### src/pkg/adcs_map.svh
`ifndef ADCS_MAP_SVH
`define ADCS_MAP_SVH
// register indices: byte address is four times the index
`define ADCS_IDX_MODE    16'hff80
`define ADCS_IDX_CHAN    16'hff81
`define ADCS_IDX_RESULT  16'hff82
`define ADCS_IDX_THRESH  16'hff83
`define ADCS_IDX_REFCTL  16'hff84
`define ADCS_IDX_PFMODE  16'hff86
`define ADCS_IDX_FLAG    16'hff87
// field positions
`define ADCS_BIT_RUN     7
`define ADCS_BIT_POWER_FAIL_ENABLE    7
`define ADCS_BIT_PFPOL   6
`define ADCS_BIT_FLAG    0
`define ADCS_BIT_REFEN   0
// reset values, then the first trial code and the first and last bit positions
`define ADCS_RST_BYTE    8'h00
`define ADCS_RST_WORD    32'h0000_0000
`define ADCS_RST_CHAN    2'h0
`define ADCS_RST_CNT     8'h00
`define ADCS_RST_BITP    3'h0
`define ADCS_SAR_MSB     8'h80
`define ADCS_BITP_MSB    3'h7
`define ADCS_BITP_LSB    3'h0
// timing: sampling and one comparison step, in ns, and clock period in ns
`define ADCS_SAMPLE_NS   400
`define ADCS_STEP_NS     100
`define ADCS_CLK_NS      20
`endif

### src/pkg/adcs_pkg.sv
package adcs_pkg;
  // converter sequencing states
  typedef enum logic [1:0] {
    ADCS_IDLE   = 2'b00,
    ADCS_SAMPLE = 2'b01,
    ADCS_CONV   = 2'b10
  } adcs_state_t;

  // software-owned configuration
  typedef struct packed {
    logic       run;
    logic       pf_en;
    logic       pf_pol;
    logic [1:0] chan;
    logic [7:0] thresh;
    logic       ref_en;
  } adcs_cfg_t;

  // approximation engine state
  typedef struct packed {
    adcs_state_t st;
    logic [7:0]  approximation_register;
    logic [2:0]  bitp;
    logic [7:0]  cnt;
    logic        first;
  } adcs_eng_t;
endpackage

### src/adcs_top.sv
`timescale 1ns/10ps
`include "adcs_map.svh"
// Notes on behaviour
// - standby stops conversion; run bit also stops
// - colliding result read returns old value first
// - mode/channel write beats result store, no flag
// - channel write leaves completion flag unchanged
// - conversion ending before rewrite still stores
// - result keeps its old value on a colliding mode/channel write
// - write-only reference register, resets zero
// - reference bit 0 enables reference control
// - reference register leaves converter behaviour untouched
// - back-to-back conversions; config write restarts
// - eight bits MSB first, latch, raise request
// - power-fail compare polarity selects request condition
// - no power-fail request on first conversion
module adcs_top (
  // system
  input  wire logic        clk_i,
  input  wire logic        rst_i,
  // wishbone slave
  input  wire logic        cyc_i,
  input  wire logic        stb_i,
  input  wire logic        we_i,
  input  wire logic [17:0] adr_i,
  input  wire logic [3:0]  sel_i,
  input  wire logic [31:0] dat_i,
  output logic      [31:0] dat_o,
  output logic             ack_o,
  // device and analog side
  input  wire logic        standby_i,
  input  wire logic        comp_i,
  output logic      [7:0]  approximation_o,
  output logic      [1:0]  analog_input_channel_o,
  output logic             sample_o,
  output logic             conversion_end_flag_o,
  output logic             conversion_end_request_o,
  output logic             reference_control_enable_o
);
  // ---------------------------------------------------------------
  // timing
  // ---------------------------------------------------------------
  localparam int SAMPLE_CYC = (`ADCS_SAMPLE_NS + `ADCS_CLK_NS - 1) / `ADCS_CLK_NS;
  localparam int STEP_CYC   = (`ADCS_STEP_NS + `ADCS_CLK_NS - 1) / `ADCS_CLK_NS;
  localparam logic [7:0] SAMPLE_LD = 8'(SAMPLE_CYC - 1);
  localparam logic [7:0] STEP_LD   = 8'(STEP_CYC - 1);

  // address decode, shared by reads and writes
  function automatic logic dec(input logic [17:0] adr, input logic [15:0] idx);
    dec = (adr[17:2] == idx);
  endfunction

  // ---------------------------------------------------------------
  // pin synchronisers
  // ---------------------------------------------------------------
  logic [1:0] stby_s;
  logic [1:0] comp_s;
  // two flops each; only the second stage is read
  always_ff @(posedge clk_i) begin
    if (rst_i) begin
      stby_s <= 2'h0;
      comp_s <= 2'h0;
    end else begin
      stby_s <= {stby_s[0], standby_i};
      comp_s <= {comp_s[0], comp_i};
    end
  end
  wire logic standby = stby_s[1];
  wire logic comp    = comp_s[1];

  // ---------------------------------------------------------------
  // bus strobes
  // ---------------------------------------------------------------
  adcs_pkg::adcs_cfg_t cfg;
  adcs_pkg::adcs_cfg_t next_cfg;
  adcs_pkg::adcs_eng_t eng;
  adcs_pkg::adcs_eng_t next_eng;
  logic        ack;
  logic        next_ack;
  logic [31:0] dat;
  logic [31:0] next_dat;
  logic [7:0]  result;
  logic [7:0]  next_result;
  logic        flag;
  logic        next_flag;
  logic        req;
  logic        next_req;
  logic        wr;
  logic        wr_cfg;
  logic        done;
  logic        store;
  logic        raise;
  logic        pf_hit;
  logic [7:0]  resolved;

  // writes take effect on the edge where ack is high
  assign wr     = cyc_i & stb_i & we_i & ack & sel_i[0];
  assign wr_cfg = wr & (dec(adr_i, `ADCS_IDX_MODE) | dec(adr_i, `ADCS_IDX_CHAN));

  // ---------------------------------------------------------------
  // bus slave and configuration registers
  // ---------------------------------------------------------------
  // read data is sampled one cycle before ack, so a colliding store lands after it
  always_comb begin
    next_ack = cyc_i & stb_i & ~ack;
    next_dat = dat;
    next_cfg = cfg;
    if (cyc_i & stb_i & ~we_i & ~ack) begin
      next_dat = `ADCS_RST_WORD;
      if (dec(adr_i, `ADCS_IDX_MODE))   next_dat[`ADCS_BIT_RUN] = cfg.run;
      if (dec(adr_i, `ADCS_IDX_CHAN))   next_dat[1:0] = cfg.chan;
      if (dec(adr_i, `ADCS_IDX_RESULT)) next_dat[7:0] = result;
      if (dec(adr_i, `ADCS_IDX_THRESH)) next_dat[7:0] = cfg.thresh;
      if (dec(adr_i, `ADCS_IDX_PFMODE)) next_dat[7:6] = {cfg.pf_en, cfg.pf_pol};
      if (dec(adr_i, `ADCS_IDX_FLAG))   next_dat[`ADCS_BIT_FLAG] = flag;
      // reference register is write-only and reads as zero
    end
    if (wr) begin
      if (dec(adr_i, `ADCS_IDX_MODE))   next_cfg.run = dat_i[`ADCS_BIT_RUN];
      if (dec(adr_i, `ADCS_IDX_CHAN))   next_cfg.chan = dat_i[1:0];
      if (dec(adr_i, `ADCS_IDX_THRESH)) next_cfg.thresh = dat_i[7:0];
      if (dec(adr_i, `ADCS_IDX_PFMODE)) begin
        next_cfg.pf_en  = dat_i[`ADCS_BIT_POWER_FAIL_ENABLE];
        next_cfg.pf_pol = dat_i[`ADCS_BIT_PFPOL];
      end
      if (dec(adr_i, `ADCS_IDX_REFCTL)) next_cfg.ref_en = dat_i[`ADCS_BIT_REFEN];
    end
  end

  always_ff @(posedge clk_i) begin
    if (rst_i) begin
      ack <= 1'b0;
      dat <= `ADCS_RST_WORD;
      cfg <= '{run: 1'b0, pf_en: 1'b0, pf_pol: 1'b0, chan: `ADCS_RST_CHAN,
               thresh: `ADCS_RST_BYTE, ref_en: 1'b0};
    end else begin
      ack <= next_ack;
      dat <= next_dat;
      cfg <= next_cfg;
    end
  end

  // ---------------------------------------------------------------
  // approximation engine
  // ---------------------------------------------------------------
  // current trial bit resolved by the comparator
  always_comb begin
    resolved = eng.approximation_register;
    resolved[eng.bitp] = comp;
  end
  assign done   = (eng.st == adcs_pkg::ADCS_CONV) && (eng.cnt == `ADCS_RST_CNT) &&
                  (eng.bitp == `ADCS_BITP_LSB);
  assign store  = done & ~wr_cfg;
  assign pf_hit = cfg.pf_pol ? (resolved < cfg.thresh) : (resolved >= cfg.thresh);
  assign raise  = store & (~cfg.pf_en | (~eng.first & pf_hit));

  // a config write restarts from sampling; reference enable is not consulted here
  always_comb begin
    next_eng = eng;
    if (eng.cnt != `ADCS_RST_CNT) next_eng.cnt = eng.cnt - 8'h01;
    case (eng.st)
      adcs_pkg::ADCS_IDLE: begin
        next_eng.first = 1'b1;
        if (cfg.run) begin
          next_eng.st  = adcs_pkg::ADCS_SAMPLE;
          next_eng.cnt = SAMPLE_LD;
        end
      end
      adcs_pkg::ADCS_SAMPLE: begin
        if (eng.cnt == `ADCS_RST_CNT) begin
          next_eng.st   = adcs_pkg::ADCS_CONV;
          next_eng.approximation_register  = `ADCS_SAR_MSB;
          next_eng.bitp = `ADCS_BITP_MSB;
          next_eng.cnt  = STEP_LD;
        end
      end
      adcs_pkg::ADCS_CONV: begin
        if (eng.cnt == `ADCS_RST_CNT) begin
          next_eng.cnt = STEP_LD;
          if (eng.bitp == `ADCS_BITP_LSB) begin
            next_eng.st    = adcs_pkg::ADCS_SAMPLE;
            next_eng.cnt   = SAMPLE_LD;
            next_eng.approximation_register   = resolved;
            next_eng.first = 1'b0;
          end else begin
            next_eng.approximation_register = resolved;
            next_eng.approximation_register[eng.bitp - 3'h1] = 1'b1;
            next_eng.bitp = eng.bitp - 3'h1;
          end
        end
      end
      default: next_eng.st = adcs_pkg::ADCS_IDLE;
    endcase
    if (wr_cfg) begin
      next_eng.st  = next_cfg.run ? adcs_pkg::ADCS_SAMPLE : adcs_pkg::ADCS_IDLE;
      next_eng.cnt = SAMPLE_LD;
      if (!cfg.run) next_eng.first = 1'b1;
    end
    if (standby || !next_cfg.run) begin
      next_eng.st  = adcs_pkg::ADCS_IDLE;
      next_eng.cnt = `ADCS_RST_CNT;
    end
  end

  // ---------------------------------------------------------------
  // result and completion flag
  // ---------------------------------------------------------------
  // hardware set wins over a software clear in the same cycle
  always_comb begin
    next_result = store ? resolved : result;
    next_req    = raise;
    next_flag   = flag;
    if (wr && dec(adr_i, `ADCS_IDX_FLAG) && dat_i[`ADCS_BIT_FLAG]) next_flag = 1'b0;
    if (raise) next_flag = 1'b1;
  end

  always_ff @(posedge clk_i) begin
    if (rst_i) begin
      eng    <= '{st: adcs_pkg::ADCS_IDLE, approximation_register: `ADCS_RST_BYTE, bitp: `ADCS_RST_BITP,
                  cnt: `ADCS_RST_CNT, first: 1'b1};
      result <= `ADCS_RST_BYTE;
      flag   <= 1'b0;
      req    <= 1'b0;
    end else begin
      eng    <= next_eng;
      result <= next_result;
      flag   <= next_flag;
      req    <= next_req;
    end
  end

  // ---------------------------------------------------------------
  // outputs
  // ---------------------------------------------------------------
  assign dat_o                      = dat;
  assign ack_o                      = ack;
  assign approximation_o            = eng.approximation_register;
  assign analog_input_channel_o     = cfg.chan;
  assign sample_o                   = (eng.st == adcs_pkg::ADCS_SAMPLE);
  assign conversion_end_flag_o      = flag;
  assign conversion_end_request_o   = req;
  assign reference_control_enable_o = cfg.ref_en;
endmodule

### config.mk
export PLATFORM = sky130hd
export DESIGN_NAME = adcs_top
export DESIGN_NICKNAME = d
export VERILOG_FILES = /design/src/pkg/adcs_pkg.sv /design/src/adcs_top.sv
export VERILOG_INCLUDE_DIRS = /design/src /design/src/pkg
export SDC_FILE = /design/constraint.sdc
export NUM_CORES = 1
export LEC_CHECK = 0
export BUFFER_PORTS_ARGS = -buffer_cell sky130_fd_sc_hd__buf_4
export CAP_MARGIN = 20
export CORE_ASPECT_RATIO = 1.4
export CORE_MARGIN = 1
export CORE_UTILIZATION = 25
export DETAILED_ROUTE_END_ITERATION = 6
export GPL_TIMING_DRIVEN = 0
export PLACE_DENSITY_LB_ADDON = 0.12
export SLEW_MARGIN = 10
export SYNTH_ARGS = -nofsm -noshare
export SYNTH_HDL_FRONTEND = slang
export SYNTH_SLANG_ARGS = --single-unit
### constraint.sdc
create_clock -name clk_i -period 6.8 [get_ports clk_i]
set_input_delay 1.02 -clock clk_i [delete_from_list [all_inputs] [get_ports clk_i]]
set_output_delay 1.02 -clock clk_i [all_outputs]
set_load 0.02 [all_outputs]
======== Yosys cells after proc, flatten, opt, wreduce, memory -nomap -nowiden ========
Index checks and enable logic that the tools add are counted.
cells by class
  muxes and demuxes ....................... 37
  equality and inequality tests ........... 16
  bitwise logic cells ..................... 19
  magnitude comparators ................... 6
  reductions and logical operators ........ 23
  add/subtract/negate cells ............... 2
operators with widths
  operator                                                                             number
  16-bit equality test, second input constant                                          7
  8-bit 2-to-1 mux                                                                     6
  8-bit one-hot mux with 3 select lines                                                1
  22-bit 2-to-1 mux                                                                    1
  11-bit one-hot mux with 2 select lines                                               1
  21-bit 2-to-1 mux                                                                    1
  14-bit 2-to-1 mux                                                                    1
  2-bit 2-to-1 mux                                                                     7
  6-bit 2-to-1 mux                                                                     2
  1-bit AND                                                                            11
  1-bit 2-to-1 mux                                                                     11
  8-bit bitwise mux                                                                    1
  8-bit greater-or-equal comparator                                                    1
  8-bit zero test                                                                      1
  3-bit by 4-bit < comparator with 1-bit output, second input constant                 2
  8-bit < comparator                                                                   1
  8-bit OR                                                                             1
  2-bit AND reduction                                                                  4
  4-bit AND reduction                                                                  2
  8-bit nonzero test                                                                   1
  8-bit by 1-bit subtractor with 8-bit output, second input constant                   1
  1-bit demux with 3-bit select                                                        2
  3-bit by 1-bit greater-or-equal comparator with 1-bit output, second input constant  2
  1-bit logical AND                                                                    6
  other kinds (21)                                                                     29
word-level totals
  bits of input ports ..................... 61
  output and inout port bits .............. 47
  logic and storage cells ................. 122
  register bits after elaboration ......... 59

======== Logic depth before layout (Yosys ltp) ========
Gate-level depths: netlist of the first run.
  depth after elaboration ................. 11
  mapped depth ............................ 12
  gate-level depth less buffers ........... 11

======== Worst setup path before layout of the first run ========
No wires, ideal clock.
  path kind ............................... input-to-reg
  start point ............................. in adr_i[7]
  end point ............................... reg cfg[5] (netlist name)
  data arrival time ....................... 2.738 ns
  setup slack ............................. 3.935 ns
  stages .................................. 7
  path buffers ............................ 1
  required time ........................... 6.672 ns
  library setup time ...................... 0.128 ns
  path through ............................ or4b_4 nor4_4 and2b_1 and4_1 buf_6 mux2i_1 nor2_1
on the way
  word-level cells in the longest chain between the ends .. 2
RTL lines
  item                           line             text
  start, declared                adcs_top.sv:25   input wire logic [17:0] adr_i,
  16-bit equality test           adcs_top.sv:50   dec = (adr[17:2] == idx);
  2-bit AND reduction (no line)  --
  end signal, assigned           adcs_top.sv:134  cfg <= '{run: 1'b0, pf_en: 1'b0, pf_pol: 1'b0, chan: `ADCS_RST_CHAN,
  end signal, assigned           adcs_top.sv:139  cfg <= next_cfg;
  end, declared                  adcs_top.sv:74   adcs_pkg::adcs_cfg_t cfg;
Every way passes these cells.
A chain may end at the register's enable or synchronous reset.

======== Final worst setup path of the first run ========
  start point ............................. in adr_i[7]
  end point ............................... reg cfg[2] (netlist name)
Same word-level chain as after synthesis.

==> impl_metrics.tcl, run 1 <==
set metrics [dict create \
    htreeDepth 3 \
    regArea_um2 1181 \
    initial_core_util 0.2590 \
    avgSynthCellArea_um2 8.312 \
    yosys_warnings 0 \
    synth-seq-cells 59 \
    timing.final.crit_share 0.4316 \
    grt_pass1_vias 3089 \
    drive_above_1_share 0.2218 \
    synth_cells 423 \
    root_buffer "clkbuf_16" \
    die_h_um 142.3 \
    dp_hpwl_um 7345 \
    finalClockSkew_ps 5.351 \
    multi_input_area_um2 1989 \
    setup_viol 0 \
    grt_overflow_total 0 \
    maxSlewHeadroom 0.5460 \
    min_path_type "reg -> reg" \
    hold_buffers 0 \
    hold_viol_final 0 \
    finalPower_uw 934.0 \
    total_leakage_power_nw 1.944 \
    crit_slowest_cell "or4b_4" \
    synth-edff-count 0 \
    drv_slew 0 \
    reg2reg_slack_ps 3960 \
    rsz0062_at_grt "no" \
    clock_latency_ps 330 \
    dp_cells 680 \
    dieWidth_um 102.2 \
    grt.total_usage 0.1414 \
    die-area_um2 14550 \
    io_buffers 52 \
    fin_ws_ps 3865 \
    grt_max_degree 11 \
    syn_to_final_growth_pct 29.82 \
    cp.required_ps 6990 \
    cts.sinks 59 \
    wl_per_cell_um 13.71 \
    gp_congestion 0.8055 \
    layout_commonest_cell "buf_4" \
    antenna_found_initial 0 \
    clk_pin_slew_ps 50 \
    powerDensity_nw_per_um2 204.6 \
    cts_made_buffers 9 \
    synth_flop_cell "dfxtp_1" \
    fin_cells 696 \
    vias 3162 \
    antenna_left 0 \
    ir_drop_v 0.0001187 \
    grt_pass1_wl_um 15670 \
    drt_wl_total_um 9542 \
    drtPass1Iterations 4 \
    cts_tree "done" \
    ys_seq_area_frac 0.3359 \
    start_kind "input pin" \
    worst_setup_path_end_kind "flip-flop" \
    worst_slew_pin_slew_ps 681.1 \
    vias_per_cell 4.543 \
    status "finished, final reports clean" \
    finalSetupTns_ps 0 \
    fillers 1471 \
    crit_fanout 9 \
    async_reset_ff_frac 0 \
    cts_setup_buffers 0 \
    diodes 0 \
    syn_area_um2 3516 \
    timing.fmax_mhz 340.8 \
    crit_arrival_ps 3120 \
    hold_slack_ps 438.2 \
    min_period_ps 2935 \
    drc 0 \
    place_ws_ps 3517 \
    layout_common_cells "buf_4 (87), dfxtp_1 (59), nor2_1 (57)" \
    crit_chain "buf_4 > or4b_4 > nor4_4 > and2b_1 > and4_1 > buf_6 > mux2i_1 > nor2_1" \
    cpPeakStageDelay_ps 550 \
    maxCapViolations 0 \
    crit_type "in -> reg" \
    synth.distinct_cells 56 \
    row_count 50 \
    clk_path_buf_depth 2 \
    pin_count 108 \
    cts_resized 0 \
    drt_iter0_drc 115 \
    num-nets-final 586 \
    coreArea_um2 13580 \
]
==> metrics by stage <==
stage / util / instance area (um^2)
after floorplan: - / 3602
after global placement: 0.3109 / 4220
after detailed placement: 0.3109 / 4220
after CTS: 0.3362 / 4564
after global routing: 0.3362 / 4564
final: 0.3362 / 4564
==> power by group <==
group	internal, mW	switching [mW]
Sequential	0.347	0.000485
Combinational	0.0249	0.0317
Clock	0.368	0.162
Total	0.740	0.194
==> sequential cells by signal, summed over array words and instances, names as in the netlist <==
signal,count
ack_o,1
analog_input_channel_o,2
approximation_o,8
cfg,11
comp_s,2
conversion_end_flag_o,1
conversion_end_request_o,1
dat_o,8
eng,14
reference_control_enable_o,1
result,8
stby_s,2
==> layout make-up <==
class,count,share of cell area
Clock buffer,12,0.05400
Multi-Input combinational cell,309,0.4359
Timing Repair Buffer,52,0.08553
Buffer,53,0.07401
Sequential cell,59,0.2588
Inverter,25,0.02056
Tap cell,182,0.04989
Clock inverter,4,0.02138
==> critical path, delay by kind of cell <==
kind	cells	cell delay, ps
buffers and inverters	2	280
multiplexers	1	200
AND/OR/NAND/NOR	5	1630
==> logic make-up (layout without fill, tap and decap cells) <==
group	after synthesis	in the layout	synth area share
other	1	24	0.001067
multiplexers	35	35	0.1004
adder cells (fa/ha/maj)	16	16	0.05694
AND/OR/NAND/NOR	144	144	0.2100
flip-flops	59	59	0.3359
XOR/XNOR	6	6	0.01495
buffers and inverters	78	146	0.1228
AO/OA/AOI/OAI	84	84	0.1580
==> synth_stat cells (2+ instances only) <==
cell type,number,area share
a211oi_1,9,0.019
a211oi_2,2,0.0071
a21oi_1,28,0.040
a22oi_1,5,0.011
a2bb2oi_1,4,0.010
a31oi_1,2,0.0036
and3_1,5,0.0089
buf_1,2,0.0021
buf_4,35,0.075
clkbuf_1,15,0.016
dfxtp_1,59,0.34
ha_1,16,0.057
inv_1,24,0.026
mux2_2,2,0.0064
mux2i_1,33,0.094
nand2_1,19,0.020
nand2b_1,5,0.0089
nand3_1,17,0.024
nand4_1,6,0.011
nand4b_1,2,0.0050
nor2_1,57,0.061
nor2b_1,8,0.014
nor3_1,9,0.013
nor3b_1,2,0.0043
nor4_1,2,0.0036
o21ai_0,13,0.019
o21bai_1,2,0.0043
o22ai_1,3,0.0053
o31ai_1,3,0.0064
or3_1,3,0.0053
or4b_4,2,0.0078
xnor2_1,5,0.012
==> metal layers <==
layer,routed length [um],track usage,up-vias
li1,-,-,1602
met1,3965,0.1595,1481
met2,5075,0.2557,71
met3,377,0.02947,8
met4,124,0.05338,0
met5,0,0,-
==> worst paths after layout <==
| path | startpoint | endpoint | depth (start not counted) |
|---|---|---|---|
| setup / recovery | adr_i[7] | cfg[2] | 8 |
| hold / removal | comp_s[0] | comp_s[1] | 1 |
| setup reg to reg | eng[11] | conversion_end_flag_o | 11 |
| hold reg to reg | comp_s[0] | comp_s[1] | 1 |
Power figures use the tool's default switching activity.
==> inputs of run 2 (changes only) <==
==> constraint.sdc (replaced) <==
create_clock -name clk_i -period 2.7 [get_ports clk_i]
set_input_delay 0.405 -clock clk_i [delete_from_list [all_inputs] [get_ports clk_i]]
set_output_delay 0.405 -clock clk_i [all_outputs]
set_load 0.02 [all_outputs]
==> impl_metrics.tcl, run 2 (same netlist as run 1, synthesis figures left out) <==
set metrics [dict create \
    crit_type "reg -> reg" \
    rr_worst_depth 10 \
    coreArea_um2 13580 \
    drt_iter0_drc 125 \
    grt.total_usage 0.1417 \
    cts_made_buffers 9 \
    cts.sinks 59 \
    m1WireLength_um 4003 \
    layout_common_cells "buf_4 (89), dfxtp_1 (58), nor2_1 (57)" \
    antenna_left 0 \
    die-area_um2 14550 \
    ir_drop_v 0.0002988 \
    crit_arrival_ps 2770 \
    rr_startpoint "eng[10]" \
    num-nets-final 587 \
    place_ws_ps -167.9 \
    grt_pass1_vias 3079 \
    grt_overflow_total 0 \
    reg2reg_slack_ps 120 \
    diodes 0 \
    dieWidth_um 102.2 \
    min_period_ps 2582 \
    min_path_type "in -> reg" \
    vias 3186 \
    grt_max_degree 11 \
    cp.required_ps 2890 \
    cts_tree "done" \
    top_regs "eng (14), cfg (11)" \
    maxCapViolations 0 \
    clock_latency_ps 330 \
    finalPower_mw 2.351 \
    finalClockSkew_ps 6.144 \
    status "finished, final reports clean" \
    io_buffers 52 \
    grt_pass1_wl_um 15730 \
    total_leakage_power_nw 1.959 \
    htreeDepth 3 \
    worst_setup_path_end_kind "flip-flop" \
    drc 0 \
    drtPass1Iterations 7 \
    crit_fanout 6 \
    layout_commonest_cell "buf_4" \
    row_count 50 \
    dp_hpwl_um 7345 \
    hold-path-endpoint "stby_s[0]" \
    regArea_um2 1182 \
    dr_wl_met3_um 413 \
    top_layer_used "met4" \
    timing.fmax_mhz 387.4 \
    largest_reg_flops 14 \
    largest_register "eng" \
    drt_wl_total_um 9664 \
    drive_above_1_share 0.2408 \
    fillers 1462 \
    vias_per_cell 4.571 \
    initial_core_util 0.2590 \
    pin_count 108 \
    fin_ws_ps 118.4 \
    clk_pin_slew_ps 60 \
    wl_per_cell_um 13.87 \
    powerDensity_nw_per_um2 510.0 \
    syn_to_final_growth_pct 31.10 \
    hold_viol_final 0 \
    die_h_um 142.3 \
    antenna_found_initial 0 \
    min_from "standby_i" \
    rr_endpoint "conversion_end_flag_o" \
    route.met2.wl_um 5082 \
    setup_viol 0 \
    multi_input_area_um2 2018 \
    drv_slew 0 \
    whs_path_depth 2 \
    clk_path_buf_depth 2 \
    worst_slew_pin_slew_ps 676.8 \
    start_kind "flip-flop" \
    timing.final.crit_share 0.9561 \
    gp_congestion 0.8055 \
    root_buffer "clkbuf_16" \
    hold_slack_ps 290.8 \
    maxSlewHeadroom 0.5488 \
]
-- run 2: cell types whose count changed in the layout (fill, tap and decap cells not counted), sizes merged --
cell	before	now
buf	90	92
clkbuf	27	26
-- run 2: through the flow --
step | instances | cell area (um^2) | TNS [ps] | utilization
floorplan | 446 | 3602 | 0 | -
global placement | 680 | 4220 | -278.9 | 0.3109
detailed placement | 680 | 4220 | -338.6 | 0.3109
CTS | 696 | 4581 | 0 | 0.3374
global route | 697 | 4609 | -7.655 | 0.3395
finish | 697 | 4609 | 0 | 0.3395
-- run 2: area by class of cell --
| cell class | instances | share of cell area |
|---|---|---|
| clock inverter | 4 | 0.02117 |
| buffer | 52 | 0.07329 |
| tap | 182 | 0.04940 |
| clock buffer | 12 | 0.05347 |
| sequential | 59 | 0.2565 |
| multi-input combinational | 309 | 0.4378 |
| timing repair buffer | 54 | 0.08795 |
| inverter | 25 | 0.02036 |
-- run 2: layer usage --
layer	vias to the layer above	global-route usage
li1	1607	-
met1	1479	0.1616
met2	88	0.2543
met3	12	0.02947
met4	0	0.05338
met5	-	0
-- run 2: timing repair --
| action | 4_1_cts | 5_1_grt |
|---|---|---|
| gates resized for setup | 3 | 8 |
| pin swaps | 0 | 0 |
| hold endpoints to repair | 0 | 0 |
| buffers inserted | 0 | 2 |
| cloned | 0 | 0 |
| endpoints found under the setup margin | 4 | 10 |
| hold buffers | 0 | 0 |
-- run 2: worst max path at each step --
stage / startpoint / end / slack [ps]
global route: eng[1] / result[6] / -6
detailed placement: eng[11] / conversion_end_request_o / -170
finish: eng[10] / conversion_end_flag_o / 120
CTS: eng[11] / conversion_end_request_o / 40
floorplan: adr_i[7] / cfg[5] / 450
global placement: eng[11] / conversion_end_flag_o / -110
-- run 2: power by group --
part / switching [mW] / internal, mW
clock network: 0.405 / 0.927
registers: 0.00123 / 0.875
logic: 0.0800 / 0.0629
-- run 2: worst max-delay path, cell delays in order (launching register included) --
cell and delay (ps):
dfxtp_1 460, inv_1 180, or3_1 350, mux2i_1 330, inv_1 90, ha_1 320, o211ai_1 110, a21oi_1 150
nor3b_1 70, o21bai_1 280, o22ai_1 100
==> inputs of run 3 (changes only) <==
--- a/config.mk
+++ b/config.mk
@@ -6,12 +6,12 @@
 export SDC_FILE = /design/constraint.sdc
 export NUM_CORES = 1
 export LEC_CHECK = 0
-export BUFFER_PORTS_ARGS = -buffer_cell sky130_fd_sc_hd__buf_4
 export CAP_MARGIN = 20
 export CORE_ASPECT_RATIO = 1.4
 export CORE_MARGIN = 1
 export CORE_UTILIZATION = 25
 export DETAILED_ROUTE_END_ITERATION = 6
+export DONT_BUFFER_PORTS = 1
 export GPL_TIMING_DRIVEN = 0
 export PLACE_DENSITY_LB_ADDON = 0.12
 export SLEW_MARGIN = 10
==> impl_metrics.tcl, run 3 (same netlist as run 1, synthesis figures left out) <==
set metrics [dict create \
    cts_made_buffers 9 \
    io_buffers 0 \
    diodes 0 \
    layout_common_cells "nor2_1 (57), dfxtp_1 (57), buf_4 (38)" \
    hold_slack_ps 199.2 \
    vias 2962 \
    start_kind "flip-flop" \
    pin_count 108 \
    maxCapViolations 0 \
    min_path_type "in -> reg" \
    dieWidth_um 102.2 \
    grt_overflow_total 0 \
    cts.sinks 59 \
    crit_fanout 7 \
    hold_buffers 0 \
    vias_per_cell 4.585 \
    largest_reg_flops 14 \
    hold_viol_final 0 \
    clock_latency_ps 330 \
    dr_wl_met3_um 458 \
    root_buffer "clkbuf_16" \
    drt_iter0_drc 78 \
    top_regs "eng (14), cfg (11)" \
    grt_max_degree 11 \
    timing.final.crit_share 0.9535 \
    clk_path_buf_depth 2 \
    die_h_um 142.3 \
    drc 0 \
    ir_drop_v 0.0002015 \
    syn_to_final_growth_pct 19.36 \
    grt.total_usage 0.1413 \
    num-nets-final 537 \
    worst_setup_path_end_kind "flip-flop" \
    crit_chain "inv_1 > ha_1 > or4b_4 > nor2b_4 > nand3_2 > a41oi_4 > buf_4 > buf_4 > nor2_1 > a211oi_1" \
    crit_arrival_ps 2820 \
    drtPass1Iterations 4 \
    cp.required_ps 2950 \
    antenna_left 0 \
    finalClockSkew_ps 5.531 \
    coreArea_um2 13580 \
    cpMostUsedCell "buf_4" \
    row_count 50 \
    status "finished, final reports clean" \
    die-area_um2 14550 \
    antenna_found_initial 0 \
    cpPeakStageDelay_ps 520 \
    grt_pass1_vias 2951 \
    drv_slew 0 \
    grt_pass1_wl_um 15440 \
    top_layer_used "met4" \
    htreeDepth 3 \
    timing.fmax_mhz 388.4 \
    crit_slowest_cell "or4b_4" \
    min_period_ps 2574 \
    crit_type "reg -> reg" \
    drive_above_1_share 0.1638 \
    cts_tree "done" \
    maxSlewHeadroom 0.5182 \
    setup_viol 0 \
    initial_core_util 0.2590 \
    finalPower_mw 2.148 \
    worst_slew_pin_slew_ps 722.7 \
    route.met2.wl_um 4896 \
    total_leakage_power_nw 1.675 \
    startpoint "eng[1]" \
    dp_hpwl_um 7352 \
    largest_register "eng" \
    drt_wl_total_um 9576 \
    min_from "standby_i" \
    rr_startpoint "eng[1]" \
    m1WireLength_um 3988 \
    clk_pin_slew_ps 50 \
    wl_per_cell_um 14.82 \
    powerDensity_nw_per_um2 511.9 \
    gp_congestion 0.7915 \
]
==> run 3: final cells by class <==
class | count | area, um^2
fillers | 1507 | 9379
repair buffers | 4 | 30.03
inverters | 25 | 93.84
plain buffers | 52 | 341.6
multi-input cells | 309 | 2024
clock buffers | 13 | 260.3
clock inverters | 2 | 35.03
flip-flops and latches | 59 | 1184
well taps | 182 | 227.7
==> run 3: repair_timing <==
item	4_1_cts	5_1_grt
endpoints found under the setup margin	4	8
resized for setup	3	12
setup buffers	0	4
==> run 3: worst paths after layout <==
| path | cells after the start | endpoint | slack, ps |
|---|---|---|---|
| setup reg to reg | 10 | result[2] | 130 |
| hold reg to reg | 1 | comp_s[1] | 430 |
| setup / recovery | 10 | result[2] | 130 |
| hold / removal | 1 | stby_s[0] | 200 |
==> run 3: layer usage <==
layer,vias to the layer above,track usage
li1,1510,-
met1,1372,0.1558
met2,62,0.2451
met3,18,0.04617
met4,0,0.05865
met5,-,0
==> run 3: through the flow <==
step           area [um^2]  setup TNS (ps)  worst slack [ps]  instances    util
2_1_floorplan         3602               0             449.9        446       -
3_3_place_gp          3830          -371.1            -154.9        628  0.2821
3_5_place_dp          3830          -448.5            -186.6        628  0.2821
4_1_cts               4141               0             4.630        643  0.3051
5_1_grt               4197          -15.48            -11.96        646  0.3091
6_report              4197               0             125.6        646  0.3091
==> run 3: power by group <==
| group | internal [mW] | total, mW | switching [mW] |
|---|---|---|---|
| clock | 0.758 | 1.16 | 0.405 |
| sequential | 0.875 | 0.877 | 0.00199 |
| combinational | 0.0368 | 0.108 | 0.0712 |
| total | 1.67 | 2.15 | 0.478 |
==> run 3: worst max-delay path: cells and delay by family (launching register included) <==
kind | cells | cell delay, ps
AOI/OAI and AO/OA | 2 | 570
adders and majority gates | 1 | 220
buffers and inverters | 3 | 390
DFF | 1 | 330
and+or+nand+nor | 4 | 960
